<file path="config.mk">
export PLATFORM = sky130hd
export DESIGN_NAME = crpc_core_regulator_powerup_control
export DESIGN_NICKNAME = d
export VERILOG_FILES = /design/src/crpc_pkg.sv /design/src/crpc_core_regulator_powerup_control.sv /design/src/crpc_wake_latch.sv
export SDC_FILE = /design/constraint.sdc
export NUM_CORES = 1
export LEC_CHECK = 0
export BUFFER_PORTS_ARGS = -buffer_cell sky130_fd_sc_hd__buf_2
export CAP_MARGIN = 20
export CORE_AREA = 2 2 39 41
export CTS_CLUSTER_DIAMETER = 40
export CTS_CLUSTER_SIZE = 10
export DETAILED_ROUTE_END_ITERATION = 8
export DIE_AREA = 0 0 41 43
export GPL_TIMING_DRIVEN = 0
export SYNTH_ARGS = -nofsm -noshare
export SYNTH_HDL_FRONTEND = slang
export SYNTH_SLANG_ARGS = --single-unit
export TNS_END_PERCENT = 20
</file>
<file path="constraint.sdc">
create_clock -name ref_clk -period 2.13 [get_ports ref_clk]
set_input_delay 0.213 -clock ref_clk [delete_from_list [all_inputs] [get_ports ref_clk]]
set_output_delay 0.213 -clock ref_clk [all_outputs]
set_load 0.03 [all_outputs]
</file>
<file path="src/crpc_pkg.sv">
// shared constants for the core regulator power-up control
package crpc_pkg;
  // reset values of the registered outputs and internal state
  localparam logic REG_ENABLE_RST = 1'b0;
  localparam logic CORE_GOOD_RST = 1'b0;
  localparam logic CORE_PWRUP_RST = 1'b0;
  localparam logic SUPPLY_PREV_RST = 1'b0;
  localparam logic FABRIC_PREV_RST = 1'b0;
  localparam logic INIT_REQ_RST = 1'b0;
  localparam logic WAKE_LATCH_RST = 1'b0;
  localparam logic MATCH_PREV_RST = 1'b0;
  // level that the weak pull-up gives an undriven power-up pin
  localparam logic PIN_PULLUP_LEVEL = 1'b1;
  // active levels of the power-up requests
  localparam logic EXT_PWRUP_ACTIVE = 1'b0;
  localparam logic TRST_PWRUP_ACTIVE = 1'b1;
  localparam logic FABRIC_PWRUP_ACTIVE = 1'b1;
  localparam logic INIT_STATE_ON = 1'b1;
endpackage

</file>
<file path="src/crpc_core_regulator_powerup_control.sv">
// core regulator power-up control: combines wake requests into regulator enable
//
// Behaviour
// - external power-up pin low turns the regulator on whenever the supply is up
// - jtag test reset held high keeps the regulator on
// - fabric request low turns off only with pin high and trst low
// - initial-state bit decides regulator on or off when 3.3 V arrives
// - a zero-to-one step on the counter match input turns the regulator on
// - core good is high while the core is powered and working
// - core power-up output is the inverse of the external pin level
// - regulator enable one turns the 1.5 V regulator on, zero off
// - undriven external power-up pin reads high through a weak pull-up
`timescale 1ns/1ps
module crpc_core_regulator_powerup_control
  import crpc_pkg::*;
(
  input wire logic ref_clk,
  input wire logic reset,
  input wire logic ext_powerup_n,
  input wire logic ext_powerup_oe,
  input wire logic jtag_trst,
  input wire logic fabric_powerup_req,
  input wire logic regulator_initial_state,
  input wire logic counter_match_wake,
  input wire logic supply_up,
  output logic regulator_enable,
  output logic core_powerup_out,
  output logic core_good
);

  logic ext_level;
  logic ext_req;
  logic trst_req;
  logic fabric_req;
  logic supply_rise;
  logic fabric_fall;
  logic latch_clear;
  logic match_rise;
  logic wake_q;

  logic supply_prev_reg;
  logic supply_prev_next;
  logic fabric_prev_reg;
  logic fabric_prev_next;
  logic init_req_reg;
  logic init_req_next;
  logic regulator_enable_reg;
  logic regulator_enable_next;
  logic core_good_reg;
  logic core_good_next;
  logic core_powerup_reg;
  logic core_powerup_next;

  // pin level with the weak pull-up when nobody drives it
  assign ext_level = ext_powerup_oe ? ext_powerup_n : PIN_PULLUP_LEVEL;

  // decoded request levels
  assign ext_req = (ext_level == EXT_PWRUP_ACTIVE);
  assign trst_req = (jtag_trst == TRST_PWRUP_ACTIVE);
  assign fabric_req = (fabric_powerup_req == FABRIC_PWRUP_ACTIVE);

  // edges of the supply and of the fabric request
  assign supply_rise = supply_up & ~supply_prev_reg;
  assign fabric_fall = fabric_prev_reg & ~fabric_req;
  // latched requests drop when the fabric asks for power-down or supply goes
  assign latch_clear = fabric_fall | ~supply_up;

  // counter match edge catcher and wake latch
  crpc_wake_latch u_wake (
    .ref_clk(ref_clk),
    .reset(reset),
    .match_in(counter_match_wake),
    .clear(latch_clear),
    .rise(match_rise),
    .wake_q(wake_q)
  );

  // initial-state request caught at supply arrival, set wins over clear
  always_comb begin
    supply_prev_next = supply_up;
    fabric_prev_next = fabric_req;
    if (supply_rise) begin
      init_req_next = (regulator_initial_state == INIT_STATE_ON);
    end else if (latch_clear) begin
      init_req_next = 1'b0;
    end else begin
      init_req_next = init_req_reg;
    end
  end

  // request registers
  always_ff @(posedge ref_clk or posedge reset) begin
    if (reset) begin
      supply_prev_reg <= SUPPLY_PREV_RST;
      fabric_prev_reg <= FABRIC_PREV_RST;
      init_req_reg <= INIT_REQ_RST;
    end else begin
      supply_prev_reg <= supply_prev_next;
      fabric_prev_reg <= fabric_prev_next;
      init_req_reg <= init_req_next;
    end
  end

  // regulator enable as the OR of every live request, only with supply
  always_comb begin
    regulator_enable_next = 1'b0;
    if (supply_up) begin
      regulator_enable_next = ext_req
        | trst_req
        | fabric_req
        | (supply_rise & (regulator_initial_state == INIT_STATE_ON))
        | init_req_reg
        | match_rise
        | wake_q;
    end
    // core counts as good once the regulator has been on for a cycle
    core_good_next = regulator_enable_reg & regulator_enable_next;
    core_powerup_next = ~ext_level;
  end

  // output registers
  always_ff @(posedge ref_clk or posedge reset) begin
    if (reset) begin
      regulator_enable_reg <= REG_ENABLE_RST;
      core_good_reg <= CORE_GOOD_RST;
      core_powerup_reg <= CORE_PWRUP_RST;
    end else begin
      regulator_enable_reg <= regulator_enable_next;
      core_good_reg <= core_good_next;
      core_powerup_reg <= core_powerup_next;
    end
  end

  assign regulator_enable = regulator_enable_reg;
  assign core_good = core_good_reg;
  assign core_powerup_out = core_powerup_reg;

  // pin low forces the regulator on next cycle
  ext_pin_on_a: assert property (@(posedge ref_clk) disable iff (reset)
    (supply_up && ext_level == 1'b0) |=> regulator_enable)
    else $error("regulator not on with power-up pin low");

  // trst high keeps the regulator on
  trst_keeps_on_a: assert property (@(posedge ref_clk) disable iff (reset)
    (supply_up && jtag_trst) [*2] |=> regulator_enable [*1])
    else $error("regulator not on with trst high");

  // fabric low with nothing else active turns it off
  fabric_off_a: assert property (@(posedge ref_clk) disable iff (reset)
    (ext_level && !jtag_trst && !fabric_powerup_req && !wake_q && !match_rise
     && !init_req_reg && !supply_rise) |=> !regulator_enable)
    else $error("regulator on with no request");

  // fabric high turns it on
  fabric_on_a: assert property (@(posedge ref_clk) disable iff (reset)
    (supply_up && fabric_powerup_req) |=> regulator_enable)
    else $error("regulator off with fabric request high");

  // initial state bit at supply arrival
  init_state_a: assert property (@(posedge ref_clk) disable iff (reset)
    (supply_rise && regulator_initial_state) |=> (regulator_enable && init_req_reg))
    else $error("regulator not enabled by initial state");

  // match rising edge turns the regulator on and latches
  match_wake_a: assert property (@(posedge ref_clk) disable iff (reset)
    (supply_up && counter_match_wake && !$past(counter_match_wake))
      |=> (regulator_enable && wake_q))
    else $error("match edge did not wake regulator");

  // core good only after the regulator has been on two cycles
  core_good_a: assert property (@(posedge ref_clk) disable iff (reset)
    core_good |-> (regulator_enable && $past(regulator_enable)))
    else $error("core good without powered core");

  // core power-up output mirrors the inverted pin
  core_pwrup_a: assert property (@(posedge ref_clk) disable iff (reset)
    1'b1 |=> (core_powerup_out == !$past(ext_level)))
    else $error("core power-up output not inverse of pin");

  // no supply means regulator off
  no_supply_off_a: assert property (@(posedge ref_clk) disable iff (reset)
    !supply_up |=> (!regulator_enable && !core_good [*1]))
    else $error("regulator on without supply");

  // undriven pin reads high
  pin_pullup_a: assert property (@(posedge ref_clk) disable iff (reset)
    !ext_powerup_oe |-> ##1 !core_powerup_out)
    else $error("undriven pin did not read high");

  // latched wake with supply present keeps the regulator on next cycle
  wake_hold_a: assert property (@(posedge ref_clk) disable iff (reset)
    (supply_up && wake_q) |=> regulator_enable)
    else $error("wake latch set but regulator off");

  // fabric request falling clears the latched wake unless a new edge arrives
  wake_clear_a: assert property (@(posedge ref_clk) disable iff (reset)
    (wake_q && supply_up && $past(fabric_powerup_req) && !fabric_powerup_req && !match_rise)
      |=> !wake_q)
    else $error("wake latch not cleared by fabric request fall");

  // supply loss drops both latched requests unless a match edge arrives
  supply_loss_clear_a: assert property (@(posedge ref_clk) disable iff (reset)
    (!supply_up && !match_rise) |=> (!wake_q && !init_req_reg))
    else $error("latched request kept without supply");

  // initial state bit at zero leaves no request at supply arrival
  init_off_a: assert property (@(posedge ref_clk) disable iff (reset)
    (supply_rise && !regulator_initial_state) |=> !init_req_reg)
    else $error("initial state zero still requested power-up");

  // a steady request keeps the core reported good
  core_good_on_a: assert property (@(posedge ref_clk) disable iff (reset)
    (regulator_enable && supply_up && jtag_trst) |=> core_good)
    else $error("core good low with regulator held on");

  // a driven-low pin shows as core power-up next cycle
  pin_drive_pwrup_a: assert property (@(posedge ref_clk) disable iff (reset)
    (ext_powerup_oe && !ext_powerup_n) |=> core_powerup_out)
    else $error("core power-up output low with pin driven low");

endmodule

</file>
<file path="src/crpc_wake_latch.sv">
// rising-edge catcher that holds a wake request until cleared
`timescale 1ns/1ps
module crpc_wake_latch
  import crpc_pkg::*;
(
  input wire logic ref_clk,
  input wire logic reset,
  input wire logic match_in,
  input wire logic clear,
  output logic rise,
  output logic wake_q
);

  logic match_prev_reg;
  logic match_prev_next;
  logic wake_reg;
  logic wake_next;

  // edge detect and latch; a set in the clear cycle wins
  always_comb begin
    match_prev_next = match_in;
    rise = match_in & ~match_prev_reg;
    if (rise) begin
      wake_next = 1'b1;
    end else if (clear) begin
      wake_next = 1'b0;
    end else begin
      wake_next = wake_reg;
    end
  end

  // state registers
  always_ff @(posedge ref_clk or posedge reset) begin
    if (reset) begin
      match_prev_reg <= MATCH_PREV_RST;
      wake_reg <= WAKE_LATCH_RST;
    end else begin
      match_prev_reg <= match_prev_next;
      wake_reg <= wake_next;
    end
  end

  assign wake_q = wake_reg;

endmodule

</file>
Word level (Yosys, flattened, before mapping)

Index checks and enable logic that the tools add are counted.

Register bits after elaboration: 8
Output and inout bits: 3

Mux-type cells: 5
Bitwise operators: 17
Reductions and logical operators: 2

Operators with widths:

| kind               | count |
|---|---|
| 1-bit OR           | 7 |
| 1-bit AND          | 5 |
| 1-bit 2-to-1 mux   | 5 |
| 1-bit NOT          | 5 |
| 2-bit nonzero test | 2 |

Longest topological paths before layout

Depth after elaboration: 10
Depth in mapped cells: 3

Cells and area by module

From an unflattened synthesis, not the netlist that was laid out.

Cell total of the unflattened synthesis: 27
Area, all modules: 324.1 um^2

By module, submodules not included:

| module                              | times used | cells each | area each (um^2) | seq. area each (um^2) |
|---|---|---|---|---|
| crpc_core_regulator_powerup_control | 1          | 21         | 245.2            | 150.1 |
| crpc_wake_latch                     | 1          | 6          | 78.8             | 50.0 |

Worst setup path before layout

No wires, ideal clock.

Kind: register to register
Start: register u_wake.wake_reg (netlist: u_wake.wake_q)
End: register core_good_reg (netlist: core_good)
Setup time: 0.120 ns
Arrival time: 0.930 ns
Data required time: 2.010 ns
Setup slack: 1.080 ns
Stages on the path, launching flop included: 4
Path buffers: 0
Period minus slack after synthesis: 1.050 ns
Cell sequence: dfrtp_1 -> nor4_2 -> o2111ai_1 -> and3_1

Word-level cells in the longest chain between the ends: 3

Ends and longest elaborated chain:

| what                     | line                                       | text |
|---|---|---|
| start: declaration       | crpc_wake_latch.sv:16                      | `logic wake_reg;` |
| start signal: assignment | crpc_wake_latch.sv:39                      | `wake_reg <= wake_next;` |
| 1-bit OR                 | crpc_core_regulator_powerup_control.sv:114 | `\| wake_q;` |
| 1-bit 2-to-1 mux         | crpc_core_regulator_powerup_control.sv:107 | `if (supply_up) begin` |
| 1-bit AND                | crpc_core_regulator_powerup_control.sv:117 | `core_good_next = regulator_enable_reg & regulator_enable_next;` |
| named net core_good_next | crpc_core_regulator_powerup_control.sv:50  | `logic core_good_next;` |
| end signal: assignment   | crpc_core_regulator_powerup_control.sv:129 | `core_good_reg <= core_good_next;` |
| end: declaration         | crpc_core_regulator_powerup_control.sv:49  | `logic core_good_reg;` |

The timed path passes the listed nets, and every way through them passes these cells.
A chain may end at the register's enable or synchronous reset.

Worst setup path in the final report

Ends and elaborated chain as after synthesis.

==> flow_metrics.py <==
metrics = {
    "outcome": {
        "outcome": "completed",
    },
    "global_route": {
        "grt.met2_usage": 0.09375,
        "met3_usage": 0.07853,
        "grt_max_degree": 9,
        "grt-ovfl-total": 0,
        "grt_most_used_layer": "met2",
        "grt_use_total": 0.08114,
        "antenna_found_initial": 0,
        "grt_pass1_wl_um": 814,
        "grt_use_met1": 0.08638,
        "grt_pass1_vias": 199,
    },
    "cells_and_area": {
        "syn_to_final_growth_pct": 37.39,
        "layout_common_cells": "11 x buf_2, 8 x dfrtp_1, 3 x clkbuf_4",
        "num_antenna_cells": 0,
        "final_util": 0.2857,
        "final_common_cell": "buf_2",
        "post_route_cells_drive_above_1_share": 0.3947,
        "nets": 49,
    },
    "critical_path": {
        "start_kind": "register",
        "arrival_ns": 1.24,
        "required_ns": 2.27,
        "crit_fanout": 2,
        "setup.worst_path.class": "reg -> reg",
        "end_kind": "register",
    },
    "cts": {
        "root_buffer": "clkbuf_4",
        "cts_made_buffers": 3,
        "path_clk_slew_ns": 0.05,
        "cts_tree": "built",
        "post_cts_buffers": 0,
        "cts_buffer_depth": 2,
        "ctsResizeCount": 0,
        "clk_latency_ns": 0.25,
        "htree_levels": 1,
        "cts_sinks": 8,
    },
    "power_and_ir_drop": {
        "ir_worst_vdd_mv": 0.2494,
        "p_leak_nw": 0.1986,
        "cellPowerDensity_nw_per_um2": 783.2,
    },
    "floorplanning": {
        "start_util": 0.2080,
        "io_pins": 12,
        "rows": 14,
        "die_x_um": 41,
        "design.core.area_um2": 1384,
        "die_h_um": 43,
        "dieArea_um2": 1763,
    },
    "sta": {
        "fmax_ghz": 0.9104,
        "hold_ws_ns": 0.09234,
        "grt_setup_unrepaired": "no",
        "hold_viol": 0,
        "setup_viol": 0,
        "fin_crit_ns": 1.098,
        "worst_slew_pin_slew_ns": 0.2976,
        "slew_headroom": 0.8014,
        "min_period_over_period": 0.5157,
        "fin_tns_setup_ns": 0,
        "skew_ns": 0.005992,
        "finalMaxSlewViolations": 0,
    },
    "drt": {
        "drcViolationCount": 0,
        "vias": 200,
        "via_per_inst": 3.704,
        "first_pass_iters": 3,
        "drt_iter0_markers": 2,
        "avgRoutedWirePerCell_um": 9.037,
        "totalWireLength_um": 488,
        "drtAntennaViolNets": 0,
    },
    "placement": {
        "io_buffers": 11,
        "gp_congestion": 0.5842,
    },
    "synthesis": {
        "avgSynthCellArea_um2": 12.51,
        "syn_inst": 23,
        "ys_seq_area_frac": 0.6957,
        "yosysWarnings": 0,
        "netlist_area_um2": 287.8,
        "synth_seq_cells": 8,
        "synth.distinct_cells": 11,
        "syn_nets": 32,
    },
    "min_path": {
        "hp-class": "in -> reg",
    },
    "run": {
        "max_cap_viol_count": 0,
    },
}
## report_power, final
group / internal, W / switching (W) / total (W)
sequential: 0.000161 / 0.00000315 / 0.000164
combinational: 0.0000143 / 0.0000192 / 0.0000335
clock: 0.0000642 / 0.0000478 / 0.000112
total: 0.000239 / 0.0000702 / 0.000310
## critical path, stage by stage, from the launching register on
cell and delay, ns:
dfrtp_1 0.38, nor4_2 0.26, o2111ai_1 0.16, and3_1 0.20
## synthesized netlist by cell type (all sizes together)
cell type / count / area, um^2
and2: 2 / 12.51
nor4: 1 / 12.51
inv: 2 / 7.510
o2111ai: 1 / 8.760
nor2: 1 / 3.750
nor2b: 1 / 6.260
nand2b: 2 / 12.51
and3: 1 / 6.260
dfrtp: 8 / 200.2
nand2: 2 / 7.510
o21ai: 2 / 10.01
## stage by stage
step / total power, W / cells / setup slack [ns] / cell area [um^2]
2_1_floorplan: 0.0001845 / 23 / 1.080 / 287.8
3_3_place_gp: 0.0001993 / 50 / 1.011 / 362.8
3_5_place_dp: 0.0001997 / 50 / 1.008 / 362.8
4_1_cts: 0.0003194 / 54 / 1.006 / 395.4
5_1_grt: 0.0003339 / 54 / 0.9630 / 395.4
6_report: 0.0003096 / 54 / 1.032 / 395.4
## logic make-up (layout without fill, tap and decap cells)
group | Yosys count | count (layout) | synth area share
simple gates | 10 | 10 | 0.2130
flops | 8 | 8 | 0.6956
compound gates | 3 | 3 | 0.06522
buf+inv | 2 | 17 | 0.02610
## layer usage
metal | routed length, um | share of wire
met1 | 215 | 0.44
met2 | 205 | 0.42
met3 | 67 | 0.14
met4 | 0 | 0
met5 | 0 | 0
## area by class of cell
| cell class | count | area, um^2 |
|---|---|---|
| timing repair buffer | 12 | 65.06 |
| multi-input combinational | 13 | 80.08 |
| inverter | 2 | 7.507 |
| fill | 150 | 988.4 |
| clock buffer | 3 | 22.52 |
| tap | 16 | 20.02 |
| sequential | 8 | 200.2 |
## final timing paths
| kind | slack, ns | cells after the start | start | to |
|---|---|---|---|---|
| min reg2reg | 0.50 | 1 | regulator_enable | core_good |
| max | 1.03 | 3 | u_wake.wake_q | core_good |
| max in group asynchronous | 1.45 | 3 | reset | fabric_prev_reg |
| min in group asynchronous | 0.44 | 3 | reset | core_powerup_out |
| min | 0.09 | 1 | counter_match_wake | u_wake.match_prev_reg |
| max reg2reg | 1.03 | 3 | u_wake.wake_q | core_good |
## repair_timing
| action | in CTS | in global routing |
|---|---|---|
| endpoints found under the setup margin | 0 | 0 |
| endpoints found under the hold margin | 8 | 0 |
| hold buffers | 1 | 0 |
No activity file was read; power rests on OpenSTA's default activity.
